$ cat src/tcc_pkg.sv
package tcc_pkg;
   localparam int NUM_CH       = 5;
   localparam int CTRL_W       = 8;
   localparam int CNT_W        = 16;
   localparam int ADDR_W       = 8;
   localparam int DATA_W       = 32;
   localparam int NUM_EXT      = 4;
   localparam int PRESC_W      = 3;

   // Byte addresses: control of channel n at CTRL_BASE + 4n, counter at CNT_BASE + 4n
   localparam logic [ADDR_W-1:0] CTRL_BASE = 8'h00;
   localparam logic [ADDR_W-1:0] CNT_BASE  = 8'h20;
   localparam logic [ADDR_W-1:0] REG_STEP  = 8'h04;

   // Field positions
   localparam int RSV_BIT      = 7;
   localparam int CLR_HI_BIT   = 6;
   localparam int CLR_LO_BIT   = 5;
   localparam int EDGE_HI_BIT  = 4;
   localparam int EDGE_LO_BIT  = 3;
   localparam int PRESC_HI_BIT = 2;
   localparam int PRESC_LO_BIT = 0;

   localparam logic [CTRL_W-1:0] CTRL_RESET    = 8'h00;
   localparam logic [CTRL_W-1:0] CTRL_WR_MASK  = 8'h7f;
   localparam logic [CNT_W-1:0]  CNT_RESET     = 16'h0000;
   localparam logic [PRESC_W-1:0] PRESC_RESET  = 3'h0;

   // Clear source codes
   localparam logic [1:0] CLR_NONE = 2'h0;
   localparam logic [1:0] CLR_GRA  = 2'h1;
   localparam logic [1:0] CLR_GRB  = 2'h2;
   localparam logic [1:0] CLR_SYNC = 2'h3;

   // Edge codes
   localparam logic [1:0] EDGE_RISE = 2'h0;
   localparam logic [1:0] EDGE_FALL = 2'h1;

   localparam int PHASE_CH = 2;
endpackage

$ cat src/tcc_channel.sv
module tcc_channel (
   // Clock and reset
   input  wire logic                              sys_clk,
   input  wire logic                              rstSync_n,
   // Control
   input  wire logic [tcc_pkg::CTRL_W-1:0]        ctrl,
   input  wire logic                              phaseMode,
   input  wire logic                              phaseUp,
   input  wire logic                              phaseDown,
   // Count sources
   input  wire logic [tcc_pkg::NUM_EXT-1:0]       intTick,
   input  wire logic [tcc_pkg::NUM_EXT-1:0]       extRise,
   input  wire logic [tcc_pkg::NUM_EXT-1:0]       extFall,
   // Clear events
   input  wire logic                              eventA,
   input  wire logic                              eventB,
   input  wire logic                              syncClear,
   output logic                                   ownClear,
   // Counter
   output logic [tcc_pkg::CNT_W-1:0]              counter
);
   import tcc_pkg::*;

   typedef struct packed {
      logic [CNT_W-1:0] count;
   } tcc_ch_state_t;

   tcc_ch_state_t state;
   tcc_ch_state_t next_state;

   logic [1:0]   clrSel;
   logic [1:0]   edgeSel;
   logic [2:0]   presc;
   logic         extPick;
   logic         tick;
   logic         doClear;

   assign clrSel  = ctrl[CLR_HI_BIT:CLR_LO_BIT];
   assign edgeSel = ctrl[EDGE_HI_BIT:EDGE_LO_BIT];
   assign presc   = ctrl[PRESC_HI_BIT:PRESC_LO_BIT];

   always_comb begin
      ownClear = (clrSel == CLR_GRA && eventA) || (clrSel == CLR_GRB && eventB);
      doClear  = ownClear || (clrSel == CLR_SYNC && syncClear);
      extPick  = 1'b0;
      if (presc[2]) begin
         if (edgeSel[1])
            extPick = extRise[presc[1:0]] | extFall[presc[1:0]];
         else if (edgeSel == EDGE_FALL)
            extPick = extFall[presc[1:0]];
         else
            extPick = extRise[presc[1:0]];
      end
      // Prescaler code selects internal divided tick or an external edge
      tick = presc[2] ? extPick : intTick[presc[1:0]];
      next_state = state;
      if (doClear)
         next_state.count = CNT_RESET;
      else if (phaseMode) begin
         // Phase counting overrides edge and prescaler fields
         if (phaseUp && !phaseDown)
            next_state.count = state.count + 16'h0001;
         else if (phaseDown && !phaseUp)
            next_state.count = state.count - 16'h0001;
      end
      else if (tick)
         next_state.count = state.count + 16'h0001;
   end

   always_ff @(posedge sys_clk or negedge rstSync_n) begin
      if (!rstSync_n)
         state <= '{count: CNT_RESET};
      else
         state <= next_state;
   end

   assign counter = state.count;
endmodule

$ cat src/tcc_timer_unit.sv
module tcc_timer_unit (
   // Clock and reset
   input  wire logic                              sys_clk,
   input  wire logic                              reset_n,
   // APB slave
   input  wire logic                              psel,
   input  wire logic                              penable,
   input  wire logic                              pwrite,
   input  wire logic [tcc_pkg::ADDR_W-1:0]        paddr,
   input  wire logic [tcc_pkg::DATA_W-1:0]        pwdata,
   output logic [tcc_pkg::DATA_W-1:0]             prdata,
   output logic                                   pready,
   output logic                                   pslverr,
   // Power state
   input  wire logic                              standby,
   // External clock pins (asynchronous)
   input  wire logic [tcc_pkg::NUM_EXT-1:0]       extClockPin,
   // General register events, one bit per channel
   input  wire logic [tcc_pkg::NUM_CH-1:0]        compareMatchA,
   input  wire logic [tcc_pkg::NUM_CH-1:0]        captureA,
   input  wire logic [tcc_pkg::NUM_CH-1:0]        regAIsCapture,
   input  wire logic [tcc_pkg::NUM_CH-1:0]        compareMatchB,
   input  wire logic [tcc_pkg::NUM_CH-1:0]        captureB,
   input  wire logic [tcc_pkg::NUM_CH-1:0]        regBIsCapture,
   // Synchronous operation group
   input  wire logic [tcc_pkg::NUM_CH-1:0]        syncMember,
   // Phase counting on channel 2
   input  wire logic                              phaseMode,
   input  wire logic                              phaseUp,
   input  wire logic                              phaseDown,
   // Counter values
   output logic [tcc_pkg::NUM_CH*tcc_pkg::CNT_W-1:0] channelCounter
);
   import tcc_pkg::*;

   typedef struct packed {
      logic [PRESC_W-1:0]             presc;
      logic [NUM_EXT-1:0]             extSync1;
      logic [NUM_EXT-1:0]             extSync2;
      logic [NUM_EXT-1:0]             extPrev;
      logic [NUM_CH-1:0][CTRL_W-1:0]  ctrl;
      logic                           ready;
      logic [DATA_W-1:0]              rdata;
      logic                           slvErr;
   } tcc_state_t;

   tcc_state_t state;
   tcc_state_t next_state;

   logic [1:0]                  rstPipe;
   logic                        rstSync_n;
   logic [NUM_EXT-1:0]          intTick;
   logic [NUM_EXT-1:0]          extRise;
   logic [NUM_EXT-1:0]          extFall;
   logic [NUM_CH-1:0]           eventA;
   logic [NUM_CH-1:0]           eventB;
   logic [NUM_CH-1:0]           ownClear;
   logic                        syncClear;
   logic [NUM_CH-1:0][CNT_W-1:0] cnt;

   // Reset release through two flops; assertion stays asynchronous
   always_ff @(posedge sys_clk or negedge reset_n) begin
      if (!reset_n)
         rstPipe <= 2'h0;
      else
         rstPipe <= {rstPipe[0], 1'b1};
   end
   assign rstSync_n = rstPipe[1];

   // Internal ticks: /1, /2, /4, /8 from a free-running prescaler
   always_comb begin
      intTick[0] = 1'b1;
      intTick[1] = state.presc[0];
      intTick[2] = &state.presc[1:0];
      intTick[3] = &state.presc[2:0];
   end

   // Edge detection reads only the second synchroniser stage
   assign extRise = state.extSync2 & ~state.extPrev;
   assign extFall = ~state.extSync2 & state.extPrev;

   // Register function picks compare match or capture as the event
   assign eventA = (regAIsCapture & captureA) | (~regAIsCapture & compareMatchA);
   assign eventB = (regBIsCapture & captureB) | (~regBIsCapture & compareMatchB);

   // Any in-group clear is seen by group members using code 11
   assign syncClear = |(ownClear & syncMember);

   genvar g;
   generate
      for (g = 0; g < NUM_CH; g++) begin : gen_ch
         tcc_channel u_channel (
            .sys_clk   (sys_clk),
            .rstSync_n (rstSync_n),
            .ctrl      (state.ctrl[g]),
            .phaseMode ((g == PHASE_CH) ? phaseMode : 1'b0),
            .phaseUp   (phaseUp),
            .phaseDown (phaseDown),
            .intTick   (intTick),
            .extRise   (extRise),
            .extFall   (extFall),
            .eventA    (eventA[g]),
            .eventB    (eventB[g]),
            .syncClear (syncClear & syncMember[g]),
            .ownClear  (ownClear[g]),
            .counter   (cnt[g])
         );
         assign channelCounter[g*CNT_W +: CNT_W] = cnt[g];
      end
   endgenerate

   // APB access decode
   logic                access;
   logic [ADDR_W-1:0]   offs;
   logic                isCtrl;
   logic                isCnt;
   logic [2:0]          idx;

   always_comb begin
      access = psel && penable;
      isCtrl = 1'b0;
      isCnt  = 1'b0;
      idx    = 3'h0;
      offs   = 8'h00;
      if (paddr[1:0] == 2'h0) begin
         if (paddr >= CTRL_BASE && paddr < CTRL_BASE + 8'(NUM_CH) * REG_STEP) begin
            offs   = paddr - CTRL_BASE;
            idx    = offs[4:2];
            isCtrl = 1'b1;
         end
         else if (paddr >= CNT_BASE && paddr < CNT_BASE + 8'(NUM_CH) * REG_STEP) begin
            offs  = paddr - CNT_BASE;
            idx   = offs[4:2];
            isCnt = 1'b1;
         end
      end
   end

   always_comb begin
      next_state          = state;
      next_state.presc    = state.presc + 3'h1;
      next_state.extSync1 = extClockPin;
      next_state.extSync2 = state.extSync1;
      next_state.extPrev  = state.extSync2;
      // One wait state: ready rises in the second access cycle
      next_state.ready    = access && !state.ready;
      // Answer stands only in the ready cycle, so idle reads see zero
      next_state.slvErr   = 1'b0;
      next_state.rdata    = '0;
      if (access && !state.ready) begin
         next_state.slvErr = !(isCtrl || isCnt);
         if (isCtrl)
            next_state.rdata = {24'h000000, state.ctrl[idx] & CTRL_WR_MASK};
         else if (isCnt)
            next_state.rdata = {16'h0000, cnt[idx]};
      end
      // Write lands at the edge where ready is sampled high
      if (access && state.ready && pwrite && isCtrl)
         next_state.ctrl[idx] = pwdata[CTRL_W-1:0] & CTRL_WR_MASK;
      // Standby holds every control register at its initial value
      if (standby) begin
         for (int i = 0; i < NUM_CH; i++)
            next_state.ctrl[i] = CTRL_RESET;
      end
   end

   always_ff @(posedge sys_clk or negedge rstSync_n) begin
      if (!rstSync_n) begin
         state.presc    <= PRESC_RESET;
         state.extSync1 <= '0;
         state.extSync2 <= '0;
         state.extPrev  <= '0;
         state.ctrl     <= '{default: CTRL_RESET};
         state.ready    <= 1'b0;
         state.rdata    <= '0;
         state.slvErr   <= 1'b0;
      end
      else
         state <= next_state;
   end

   assign prdata  = state.rdata;
   assign pready  = state.ready;
   assign pslverr = state.slvErr;
endmodule

$ cat config.mk
export PLATFORM = sky130hd
export DESIGN_NAME = tcc_timer_unit
export DESIGN_NICKNAME = d
export VERILOG_FILES = /design/src/tcc_pkg.sv /design/src/tcc_channel.sv /design/src/tcc_timer_unit.sv
export SDC_FILE = /design/constraint.sdc
export NUM_CORES = 1
export LEC_CHECK = 0
export BUFFER_PORTS_ARGS = -buffer_cell sky130_fd_sc_hd__buf_2
export CORE_ASPECT_RATIO = 1.2
export CORE_UTILIZATION = 45
export DETAILED_ROUTE_END_ITERATION = 10
export PLACE_DENSITY = 0.74
export SLEW_MARGIN = 15
export SYNTH_ARGS = -nofsm -noshare
export SYNTH_HDL_FRONTEND = slang
export SYNTH_SLANG_ARGS = --single-unit
$ cat constraint.sdc
create_clock -name sys_clk -period 5.45 [get_ports sys_clk]
set_clock_uncertainty 0.2 [all_clocks]
set_input_delay 0 -clock sys_clk [delete_from_list [all_inputs] [get_ports sys_clk]]
set_output_delay 0 -clock sys_clk [all_outputs]
set_load 0.05 [all_outputs]
==> After elaboration in Yosys (flattened, before gate mapping) <==
Cells that the tools add are included.
{ "word_totals": {"word_cells": 210, "latch_bits": 0, "romBits": 0, "inputBits": 88, "memories": 0, "register_bits": 171, "ramBits": 0, "output_inout_bits": 114} }
{ "op_classes": {"n_eq_ne": 21, "n_reduce_logical": 51, "addsub": 8, "muxes": 78, "n_div": 0, "shifts": 0, "bitwise": 23, "order_cmp": 11, "n_mul": 0} }
{ "op_table": {"columns": ["op", "n"], "rows": [
  ["16-bit 2-to-1 mux", 16],
  ["16-bit by 1-bit adder with 16-bit output, second input constant", 5],
  ["40-bit 2-to-1 mux", 2],
  ["16-bit binary-select mux with 3-bit select", 1],
  ["40-bit bitwise mux", 1],
  ["1-bit 2-to-1 mux", 35],
  ["1-bit binary-select mux with 2-bit select", 15],
  ["5-bit bitwise AND", 5],
  ["1-bit logical AND", 25],
  ["8-bit binary-select mux with 3-bit select", 1],
  ["8-bit demux with 3-bit select", 1],
  ["2-bit by 1-bit equality test with 1-bit output, second input constant", 10],
  ["2-bit equality test, second input constant", 10],
  ["17-bit 2-to-1 mux", 1],
  ["16-bit by 1-bit subtractor with 16-bit output, second input constant", 1],
  ["2-bit by 3-bit < comparator with 1-bit output, second input constant", 5],
  ["1-bit logical OR", 11],
  ["5-bit NOT", 2],
  ["5-bit bitwise OR", 2],
  ["2-bit nonzero test", 5],
  ["3-bit 2-to-1 mux", 3],
  ["4-bit bitwise AND", 2],
  ["8-bit by 1-bit >= comparator with 1-bit output, second input constant", 1],
  ["8-bit by 6-bit >= comparator with 1-bit output, second input constant", 1],
  ["18 further kinds", 31]
]} }

==> Longest topological paths before layout <==
Gate-level depths: netlist of run 1.
{ "depth": {"depth_word": 12, "mapped_depth": 9, "mapped_depth_nobuf": 7} }

==> Cells and area by module <==
A second synthesis of run 1 with hierarchy kept.
{ "hier_totals": {"cells_unflattened": 1227, "area_unflattened_um2": 10660.2} }
{ "by_module_without_submodules": {"columns": ["mod", "seq_area_each_um2", "instances", "area_per_inst_um2", "cells_each"], "rows": [
  ["tcc_channel", 400.4, 5, 1305.0, 153],
  ["tcc_timer_unit", 1751.7, 1, 4135.2, 462]
]} }

==> Worst setup path before layout of run 1 <==
OpenSTA, ideal clock, no wires.
{ "synth_path": {"kind": "flip-flop to flip-flop", "start": "reg gen_ch[2].u_channel.state (netlist bit gen_ch[2].u_channel.counter[6])", "end": "reg gen_ch[2].u_channel.state (netlist bit gen_ch[2].u_channel.counter[15])", "required_time_ps": 5172, "synth_period_minus_slack_ps": 2885, "setup_ps": 78, "path_buffers": 0, "setup_slack_ps": 2565, "t_arrival_ps": 2607, "stages_incl_launch_ff": 7, "cell_sequence": "dfrtp_1 -> or3_4 -> or4_4 -> or4_4 -> o31a_1 -> or3_1 -> a21oi_1"} }
{ "synth_via": {"elab_chain_cells": 5, "elab_cells_between_ends": 7, "classes_between": "add/sub (2); mux (5)"} }
{ "synth_rtl": {"columns": ["item", "line_no", "source"], "rows": [
  ["from (decl)", "tcc_channel.sv:28", "tcc_ch_state_t state;"],
  ["from (signal assigned)", "tcc_channel.sv:72", "state <= '{count: CNT_RESET};"],
  ["from (signal assigned)", "tcc_channel.sv:74", "state <= next_state;"],
  ["16-bit by 1-bit subtractor with 16-bit output", "tcc_channel.sv:64", "next_state.count = state.count - 16'h0001;"],
  ["16-bit 2-to-1 mux", "tcc_channel.sv:63", "else if (phaseDown && !phaseUp)"],
  ["16-bit 2-to-1 mux", "tcc_channel.sv:61", "if (phaseUp && !phaseDown)"],
  ["16-bit 2-to-1 mux *", "tcc_channel.sv:59", "else if (phaseMode) begin"],
  ["16-bit 2-to-1 mux *", "tcc_channel.sv:57", "if (doClear)"]
]} }
Every way passes the cells marked *; elsewhere a longest branch is shown, timed or not. The select of a mux whose other input is x is not followed.
A chain may end at the register's enable or synchronous reset.

==> Worst setup path in the final report of run 1 <==
{ "layout_path": {"start": "in paddr[4] (netlist name)", "end": "reg, netlist name state[56]"} }
{ "layout_via": {"elab_chain_cells": 12, "elab_cells_between_ends": 22, "classes_between": "add/sub (1); order compare (6); mux (10); reduce/logical (5)"} }
{ "layout_rtl": {"columns": ["item", "line_no", "source"], "rows": [
  ["from (decl)", "tcc_timer_unit.sv:9", "input wire logic [tcc_pkg::ADDR_W-1:0] paddr,"],
  ["8-bit by 6-bit >= comparator with 1-bit output / 8-bit by 6-bit < comparator with 1-bit output (equally long branches)", "tcc_timer_unit.sv:131", "else if (paddr >= CNT_BASE && paddr < CNT_BASE + 8'(NUM_CH) * REG_STEP) begin"],
  ["1-bit logical AND", "tcc_timer_unit.sv:131", null],
  ["3-bit 2-to-1 mux", "tcc_timer_unit.sv:131", null],
  ["3-bit 2-to-1 mux", "tcc_timer_unit.sv:126", "if (paddr >= CTRL_BASE && paddr < CTRL_BASE + 8'(NUM_CH) * REG_STEP) begin"],
  ["3-bit 2-to-1 mux", "tcc_timer_unit.sv:125", "if (paddr[1:0] == 2'h0) begin"],
  ["3-bit by 4-bit < comparator with 1-bit output (implied by the code) / 3-bit by 1-bit >= comparator with 1-bit output (equally long branches)", "tcc_timer_unit.sv:159", "next_state.ctrl[idx] = pwdata[CTRL_W-1:0] & CTRL_WR_MASK;"],
  ["1-bit logical AND (implied by the code)", "tcc_timer_unit.sv:159", null],
  ["8-bit 2-to-1 mux (implied by the code)", "tcc_timer_unit.sv:159", null],
  ["8-bit demux with 3-bit select", "tcc_timer_unit.sv:159", null],
  ["40-bit bitwise mux", "tcc_timer_unit.sv:159", null],
  ["40-bit 2-to-1 mux", "tcc_timer_unit.sv:158", "if (access && state.ready && pwrite && isCtrl)"],
  ["40-bit 2-to-1 mux", "tcc_timer_unit.sv:161", "if (standby) begin"]
]} }
Several ways; a longest one is shown, not always the timed one. The select of a mux whose other input is x is not followed.

==> results of run 1 <==
state kept, by name, summed over array words and instances, names as in the netlist:
register                  count
pslverr                       1
state                        41
next_state                    8
pready                        1
intTick                       1
rstPipe                       2
prdata                       16
gen_ch.u_channel.counter     80
area by class of cell:
class	count	area (um^2)
Fill cell	1815	8810
Tap cell	261	327
Clock buffer	19	443
Multi-Input combinational cell	722	4740
Sequential cell	150	3760
Antenna cell	1	2.50
Clock inverter	11	205
Timing Repair Buffer	196	1140
Inverter	15	56.3
layer usage:
layer / up-vias / wire length [um] / global-route usage
met5: - / 0 / 0
met4: 0 / 1210 / 0.150
met3: 91 / 1860 / 0.0479
met2: 388 / 12700 / 0.432
met1: 3965 / 10400 / 0.334
li1: 3764 / - / -
worst max-delay path by stage:
stage / from / to / slack, ps
floorplan: rstPipe[1] / gen_ch[0].u_channel.counter[0] / 760
CTS: paddr[1] / state[56] / 2010
global placement: paddr[1] / state[55] / 2190
global route: paddr[4] / state[56] / 1780
detailed placement: paddr[1] / state[50] / 2140
finish: paddr[4] / state[56] / 1990
per-stage QoR:
stage / cell area, um^2 / worst slack, ps / std cells / total power [mW] / hold slack [ps]
after detailed placement: 9750 / 2140 / 1318 / 2.92 / -412
after global routing: 10700 / 1780 / 1375 / 4.43 / 123
final: 10700 / 1990 / 1375 / 4.24 / 66.2
after floorplan: 8980 / 761 / 969 / 2.52 / -496
after CTS: 10700 / 2010 / 1374 / 4.25 / 38.2
after global placement: 9750 / 2190 / 1318 / 2.89 / -409
cells by family (layout without fill, tap and decap cells):
group / count (synthesis) / count (layout) / synth area share
AOI/OAI and AO/OA: 233 / 233 / 0.169
other: 2 / 18 / 0.000842
DFF: 150 / 150 / 0.421
buffers and inverters: 97 / 241 / 0.0546
and+or+nand+nor: 335 / 335 / 0.194
xor gates and xnor gates: 47 / 47 / 0.0462
adders and majority gates: 7 / 7 / 0.00982
muxes: 83 / 83 / 0.105
worst max-delay path: stages:
cell and delay (ps):
dlygate4sd3_1 540, buf_2 250, clkinv_1 350, o2111ai_1 400, or2_2 480, nor3_2 620, mux2i_1 260, nor2_1 60
dlygate4sd3_1 590
power by group:
group          internal (mW)  leakage [nW]  switching [mW]
clock                  0.861         0.322           0.449
sequential              1.27          1.93           0.322
combinational          0.381          2.53           0.954
placed cells by master, fill, tap and decap left out, types with 5 or more instances in the layout:
master	count
buf_4	10
clkbuf_16	17
nand2_1	30
nand3b_1	5
nor2_1	120
mux4_2	7
a31oi_1	7
xnor2_1	14
and4_1	8
nand2b_1	23
conb_1	17
inv_1	14
bufinv_16	6
mux2i_1	64
and2_1	6
buf_2	160
dlygate4sd3_1	26
a211oi_1	6
nand4_1	15
o211ai_1	12
o2111ai_1	18
a21oi_1	53
nor3_1	28
ha_1	7
dfrtp_1	149
nor2b_1	9
and3_1	15
o22ai_1	25
or3_1	30
clkinv_2	5
nand3_1	24
mux2_2	12
o21ai_0	64
xor2_1	33
timing repair:
| action | 4_1_cts | 5_1_grt |
|---|---|---|
| hold buffers | 26 | 0 |
| endpoints found under the hold margin | 56 | 0 |
| endpoints found under the setup margin | 0 | 0 |
==> reports/results.tsv, run 1 <==
stage	metric	value	unit
outcome	status	complete, no violations	
power	leakagePower	4.78	nW
routing	wire_per_inst	19.0	um
synthesis	post-synth-top-count-cell	dfrtp_1	
routing	first_iter_violations	856	
clock_network	cts.root.buffer_cell	clkbuf_16	
setup_path	crit_fanout	19	
place	hpwl	18900	um
timing	hold_violations	0	
power	ir_drop	224	uV
grt	grt_max_degree	67	
setup_path	critPathKind	in2reg	
floorplanning	fp.dieH	156	um
setup_path	regToRegSetupSlack	2600	ps
setup_path	r2r-start	state[39]	
grt	grt_use_total	0.267	
finish	nets	1197	
clock_network	cts_resized	0	
clock_network	post_cts_buffers	0	
floorplanning	die_area	0.0204	mm^2
place	gp_congestion	0.936	
place	io_buffers	160	
synthesis	async_flop_share	1.00	
timing	drv_slew	0	
timing	setup_viol	0	
timing	min_period	3460	ps
clock_network	numCtsBuffers	17	
timing	fmax	289	MHz
grt	first_global_vias	7889	
routing	wl	26200	um
routing	remaining_drc_errors	0	
synthesis	ys_types	69	
timing	finalCritPeriodShare	0.634	
routing	firstDrtPassIters	7	
grt	grt_pass1_wl	41700	um
power	power.density	397	mW/mm^2
setup_path	start_kind	primary input	
grt	gr-total-overflow	0	
synthesis	yosysWarnings	0	
setup_path	critPathArrivalTime	3560	ps
finish	drive_gt1_frac	0.213	
floorplanning	io_pins	202	
routing	final_antenna_net_count	0	
clock_network	cts_sinks	150	
synthesis	synth_seq_cells	150	
floorplanning	start_util	0.458	
worst_hold_path	min_path_type	reg2async	
setup_path	r2r_cells	6	
finish	area_delta_synth_final	19.6	%
flow_run	cap_viol_max_count	0	
timing	relSlewSlack	0.312	
timing	worst_pin_slew	1030	ps
timing	fin_tns_setup	0	ps
synthesis	syn_inst	954	
clock_network	path_clk_slew	60	ps
floorplanning	die_x	131	um
timing	rsz0062_at_grt	no	
finish	final_util	0.548	
synthesis	syn_area	0.00892	mm^2
clock_network	htree_levels	4	
clock_network	cts_tree	built	
floorplanning	coreArea	0.0195	mm^2
synthesis	ys_top_cells_by_area	dfrtp_1 (42%), mux2i_1 (7.2%), nor2_1 (5.0%)	
setup_path	worstReg2RegEnd	gen_ch[2].u_channel.counter[1]	
synthesis	synth-main-ff-cell	dfrtp_1	
synthesis	synth_edf_count	0	
clock_network	clockBufferDepth	2	
synthesis	synth_area_leader_cell	dfrtp_1	
floorplanning	core.rowCount	56	
synthesis	yosysTopAreaCellShare	0.421	
routing	vias_per_cell	5.97	
synthesis	syn_avg_cell_area	9.35	um^2
setup_path	end_kind	flip-flop	
setup_path	critPathRequiredTime	5550	ps
synthesis	ys_seq_area_frac	0.421	
routing	vias	8208	
grt	antenna_found_initial	1	
synthesis	synthTopCellsByCount	dfrtp_1 (150), nor2_1 (120), mux2i_1 (64), o21ai_0 (64), a21oi_1 (53)	
clock_network	clock_latency	430	ps
No activity file was read; power rests on OpenSTA's default activity.
==> run 2, diff against run 1 <==
--- a/config.mk
+++ b/config.mk
@@ -9,7 +9,7 @@
 export CORE_ASPECT_RATIO = 1.2
 export CORE_UTILIZATION = 45
 export DETAILED_ROUTE_END_ITERATION = 10
-export PLACE_DENSITY = 0.74
+export PLACE_DENSITY = 0.77
 export SLEW_MARGIN = 15
 export SYNTH_ARGS = -nofsm -noshare
 export SYNTH_HDL_FRONTEND = slang
==> constraint.sdc (replaced) <==
create_clock -name sys_clk -period 2.86 [get_ports sys_clk]
set_clock_uncertainty 0.2 [all_clocks]
set_input_delay 0 -clock sys_clk [delete_from_list [all_inputs] [get_ports sys_clk]]
set_output_delay 0 -clock sys_clk [all_outputs]
set_load 0.05 [all_outputs]
==> run 2 against run 1 <==
Net effect: combinational power rose by 100%; highest routed layer unchanged; first-iteration DRC count decreased by 16%; via count grew 2.2%; sequential power grew 87%; sequential share of layout area shrank 0.86 points; critical path type is now reg2reg.
==> reports/results.tsv, run 2 (synthesis gave the netlist of run 1 again) <==
stage	metric	value	unit
routing	top_layer	met4	
setup_path	end_kind	flip-flop	
outcome	status	complete, no violations	
setup_path	worstReg2RegEnd	gen_ch[2].u_channel.counter[2]	
power	seqPwrFrac	0.372	
grt	grt_use_total	0.268	
worst_hold_path	hold-path-cell-count	6	
finish	area_delta_synth_final	22.7	%
routing	first_iter_violations	721	
flow_run	cap_viol_max_count	0	
floorplanning	start_util	0.458	
floorplanning	die_x	131	um
floorplanning	core.rowCount	56	
power	switching_share	0.418	
clock_network	cts.root.buffer_cell	clkbuf_16	
worst_hold_path	min_to	prdata[4]	
place	dpl_worst_slack	142	ps
power	leakagePower	4.92	nW
place	gp_congestion	0.922	
place	placed_area	0.00997	mm^2
timing	rsz0062_at_grt	yes	
timing	fmax	359	MHz
routing	remaining_drc_errors	0	
worst_hold_path	hold_start	paddr[1]	
setup_path	r2r-start	state[50]	
finish	ff_latch_area	0.00376	mm^2
finish	drive_gt1_frac	0.235	
floorplanning	io_pins	202	
setup_path	start_kind	flip-flop	
floorplanning	fp.dieH	156	um
finish	largest_reg_flops	80	
routing	vias_per_cell	5.95	
setup_path	crit_start	state[50]	
clock_network	cts_sinks	150	
power	combPwrFrac	0.333	
timing	setup_viol	0	
routing	wl	26600	um
finish	final_cells	1409	
timing	relSlewSlack	0.551	
finish	multi_input_area	0.00476	mm^2
routing	wl_met1	10400	um
clock_network	numCtsBuffers	17	
power	clkPwrFrac	0.294	
grt	grt_max_degree	59	
setup_path	critPathKind	reg2reg	
setup_path	regToRegSetupSlack	80	ps
place	io_buffers	160	
setup_path	critPathRequiredTime	3030	ps
setup_path	r2r_cells	7	
routing	final_antenna_net_count	0	
timing	setup_slack	76.9	ps
floorplanning	coreArea	0.0195	mm^2
power	ir_drop	637	uV
clock_network	clock_latency	430	ps
grt	gr-total-overflow	0	
clock_network	path_clk_slew	60	ps
finish	layout_commonest_cell	buf_2	
finish	layout_common_cells	buf_2 (160), dfrtp_1 (147), nor2_1 (120), o21ai_0 (64), mux2i_1 (64)	
setup_path	critPathArrivalTime	2950	ps
routing	wl_met3	1810	um
timing	hold_violations	0	
power	intPower	4.68	mW
timing	min_period	2780	ps
place	dp.cells	1344	
finish	n_antenna_cell	0	
floorplanning	die_area	0.0204	mm^2
clock_network	cts_tree	built	
routing	route.met2.wl	13100	um
timing	finalCritPeriodShare	0.973	
grt	grt_pass1_wl	41800	um
routing	wire_per_inst	18.9	um
power	p_switching	3.36	mW
routing	vias	8385	
clock_network	htree_levels	4	
place	hpwl	19500	um
power	power.density	734	mW/mm^2
clock_network	clockBufferDepth	2	
routing	firstDrtPassIters	7	
finish	fin_area	0.0109	mm^2
finish	nets	1230	
grt	antenna_found_initial	0	
timing	hold_ws	11.6	ps
grt	first_global_vias	7948	
setup_path	crit_fanout	10	
timing	drv_slew	0	
worst_hold_path	min_path_type	in2reg	
finish	fillCellCount	1739	
timing	worst_pin_slew	673	ps
## run 2: layout make-up
type / instances / share of cell area
multi-input cells: 722 / 0.435
flip-flops and latches: 150 / 0.344
repair buffers: 229 / 0.130
clock buffers: 21 / 0.0402
well taps: 261 / 0.0298
clock inverters: 11 / 0.0160
inverters: 15 / 0.00515
## run 2: worst max-delay path by stage
stage,end,slack (ps)
final,gen_ch[2].u_channel.counter[2],80
after global routing,gen_ch[2].u_channel.counter[2],-80
after CTS,gen_ch[2].u_channel.counter[2],40
after detailed placement,gen_ch[3].u_channel.counter[11],140
after global placement,gen_ch[2].u_channel.counter[15],200
after floorplan,gen_ch[2].u_channel.counter[6],-20
## run 2: critical path, cell delays in order, from the launching register on
cell,delay (ps)
dfrtp_1,560
mux2i_1,310
o221ai_1,170
o31a_1,360
buf_4,200
a21oi_1,150
mux2i_1,200
dlygate4sd3_1,560
## run 2: through the flow
| stage | utilization | power [mW] | TNS [ps] |
|---|---|---|---|
| 2_1_floorplan | - | 4.81 | -41.4 |
| 5_1_grt | 0.562 | 8.38 | -79.5 |
| 3_3_place_gp | 0.512 | 5.58 | 0 |
| 6_report | 0.562 | 8.04 | 0 |
| 4_1_cts | 0.559 | 8.03 | 0 |
| 3_5_place_dp | 0.512 | 5.63 | 0 |
## run 2: layer usage
metal / vias up / track usage
met4: 0 / 0.155
li1: 3858 / -
met5: - / 0
met2: 361 / 0.436
met1: 4081 / 0.327
met3: 85 / 0.0554
## run 2: power groups by stage
stage | clock [mW] | combinational [mW] | sequential, mW
after floorplan | 0 | 0.925 | 3.88
after global placement | 0 | 2.57 | 3.00
after detailed placement | 0 | 2.62 | 3.01
after CTS | 2.38 | 2.68 | 2.98
after global routing | 2.48 | 2.86 | 3.04
final | 2.36 | 2.68 | 2.99
## run 2: timing repair
action | CTS | global route
endpoints found under the setup margin | 0 | 12
buffers inserted | 0 | 2
endpoints found under the hold margin | 61 | 1
resized for setup | 0 | 5
hold buffers | 30 | 1
==> run 3, diff against run 2 <==
--- a/config.mk
+++ b/config.mk
@@ -6,11 +6,11 @@
 export NUM_CORES = 1
 export LEC_CHECK = 0
 export BUFFER_PORTS_ARGS = -buffer_cell sky130_fd_sc_hd__buf_2
-export CORE_ASPECT_RATIO = 1.2
 export CORE_UTILIZATION = 45
 export DETAILED_ROUTE_END_ITERATION = 10
-export PLACE_DENSITY = 0.77
+export PLACE_DENSITY = 0.76
 export SLEW_MARGIN = 15
 export SYNTH_ARGS = -nofsm -noshare
 export SYNTH_HDL_FRONTEND = slang
+export SYNTH_HIERARCHICAL = 1
 export SYNTH_SLANG_ARGS = --single-unit
==> run 3 against run 2 <==
Net effect: maximum frequency up 3.3%; routed wire length up 22%; worst hold slack better by 32 ps; power up 35%; flip-flop and latch count did not move; global-route usage grew 0.20 points; clock-buffer cell count down 1; sequential power rose by 26%.
==> reports/results.tsv, run 3 <==
stage	metric	value	unit
synthesis	yosysWarnings	6	
power	clkPwrFrac	0.222	
grt	first_global_vias	9361	
clock_network	clock_latency	430	ps
synthesis	syn_area	0.0107	mm^2
timing	hold_violations	0	
routing	remaining_drc_errors	0	
grt	grt_pass1_wl	51200	um
synthesis	syn_inst	1227	
grt	grt_max_degree	72	
place	io_buffers	160	
routing	first_iter_violations	974	
grt	globalRouteMet2Util	0.438	
place	gp_congestion	0.937	
finish	layout_commonest_cell	buf_2	
floorplanning	die_area	0.0243	mm^2
synthesis	synth_seq_cells	150	
floorplanning	die_x	156	um
finish	nets	1483	
power	leakagePower	5.17	nW
flow_run	cap_viol_max_count	0	
clock_network	clockBufferDepth	2	
setup_path	critPathKind	reg2reg	
finish	layout_common_cells	buf_2 (160), dfrtp_1 (149), a21oi_1 (114), o21ai_0 (92), nor2_1 (82)	
finish	final_util	0.544	
routing	vias	10500	
timing	drv_slew	0	
synthesis	synth_edf_count	0	
synthesis	synth_area_leader_cell	dfrtp_1	
power	ir_drop	468	uV
place	hpwl	23600	um
place	dp.cells	1645	
power	switching_share	0.499	
grt	use_met1	0.362	
synthesis	syn_avg_cell_area	8.69	um^2
clock_network	numCtsBuffers	17	
power	combPwrFrac	0.431	
finish	multi_input_area	0.00618	mm^2
routing	wl	32500	um
setup_path	crit_fanout	30	
clock_network	cts.root.buffer_cell	clkbuf_16	
timing	setup_slack	166	ps
clock_network	htree_levels	4	
synthesis	post-synth-top-count-cell	dfrtp_1	
synthesis	ys_seq_area_frac	0.352	
synthesis	synth-main-ff-cell	dfrtp_1	
timing	relSlewSlack	0.455	
power	intPower	5.45	mW
finish	ff_latch_area	0.00376	mm^2
floorplanning	fp.dieH	156	um
grt	antenna_found_initial	0	
timing	finalCritPeriodShare	0.942	
setup_path	end_kind	flip-flop	
outcome	status	complete, no violations	
setup_path	start_kind	flip-flop	
clock_network	path_clk_slew	60	ps
synthesis	synthTopCellsByCount	dfrtp_1 (150), a21oi_1 (114), o21ai_0 (92)	
timing	fmax	371	MHz
place	dpl_worst_slack	127	ps
power	power.density	873	mW/mm^2
finish	area_delta_synth_final	17.0	%
timing	min_period	2690	ps
worst_hold_path	min_path_type	in2reg	
power	seqPwrFrac	0.347	
floorplanning	core.rowCount	55	
grt	met3_usage	0.0444	
timing	fin_tns_setup	0	ps
floorplanning	start_util	0.465	
clock_network	cts_tree	built	
timing	rsz0062_at_grt	no	
finish	largest_reg_flops	80	
finish	drive_gt1_frac	0.216	
synthesis	async_flop_share	1.00	
finish	final_cells	1710	
routing	firstDrtPassIters	6	
grt	grt_use_total	0.270	
timing	worst_pin_slew	815	ps
routing	final_antenna_net_count	0	
timing	setup_viol	0	
grt	grt.busiest_layer	met2	
setup_path	critPathArrivalTime	2840	ps
finish	fillCellCount	2077	
floorplanning	coreArea	0.0229	mm^2
routing	vias_per_cell	6.13	
synthesis	ys_top_cells_by_area	dfrtp_1 (35%), a21oi_1 (5.4%), o21ai_0 (4.3%)	
synthesis	ys_types	65	
floorplanning	io_pins	202	
power	p_switching	5.43	mW
setup_path	critPathRequiredTime	3010	ps
clock_network	cts_sinks	150	
synthesis	yosysTopAreaCellShare	0.352	
grt	gr-total-overflow	0	
finish	n_antenna_cell	0	
routing	wire_per_inst	19.0	um
[run 3: cell count changes in the layout (fill, tap and decap cells not counted), sizes merged, moves of 34 or more]
cell and delta:
a21oi +60, mux2i -34, o21ai +80, inv +36
or3 +36
[run 3: cells by family (layout without fill, tap and decap cells)]
family	Yosys count	count (layout)	share of synthesized area
and+or+nand+nor	463	463	0.249
other	2	26	0.000704
DFF	150	150	0.352
adders and majority gates	11	11	0.0129
buffers and inverters	150	296	0.0803
xor gates and xnor gates	11	11	0.00904
AOI/OAI and AO/OA	370	370	0.206
muxes	70	70	0.0898
[run 3: worst paths after layout]
check | startpoint | to | slack [ps] | cells after the start
worst max-delay path | next_state[76] | gen_ch[0].u_channel/counter[9] | 170 | 6
worst min-delay path | paddr[6] | prdata[2] | 40 | 5
worst max register to register | next_state[76] | gen_ch[0].u_channel/counter[9] | 170 | 6
worst min register to register | rstPipe[0] | rstPipe[1] | 150 | 0
max in group asynchronous | rstPipe[1] | gen_ch[4].u_channel/counter[2] | 1560 | 1
min in group asynchronous | rstPipe[1] | gen_ch[4].u_channel/counter[5] | 170 | 1
[run 3: layout make-up]
cell class,count,area share
repair buffers,217,0.107
clock inverters,12,0.0131
well taps,313,0.0314
clock buffers,20,0.0374
inverters,47,0.0141
flip-flops and latches,150,0.301
multi-input cells,951,0.495
[run 3: per-layer routing]
layer	vias to the layer above	wire, um
met5	-	0
met4	0	1210
met3	92	2290
met2	542	15200
met1	4983	13800
li1	4857	-
[run 3: critical path, cell delays in order (launching register included)]
cell      delay, ps
dfrtp_1         390
nor2b_1         640
mux4_2          400
a211oi_2        100
o21a_4          320
or3_1           370
a21oi_1         170
[run 3: what timing repair did]
item,CTS,global route
hold endpoints to repair,63,1
resized for setup,0,7
hold buffers,32,1
setup buffers,0,0
setup endpoints to repair,0,55
[run 3: per-stage QoR]
stage	power, mW	cell area [um^2]	hold WS [ps]
2_1_floorplan	7.08	10800	-496
5_1_grt	11.5	12500	74.8
3_5_place_dp	8.38	11500	-411
4_1_cts	10.9	12400	4.55
3_3_place_gp	8.26	11500	-412
6_report	10.9	12500	43.7
[run 3: power by group through the flow]
stage | clock [mW] | combinational (mW) | sequential [mW]
3_3_place_gp | 0 | 4.51 | 3.75
4_1_cts | 2.45 | 4.66 | 3.75
2_1_floorplan | 0 | 1.94 | 5.14
5_1_grt | 2.55 | 5.02 | 3.88
3_5_place_dp | 0 | 4.60 | 3.78
6_report | 2.41 | 4.69 | 3.78
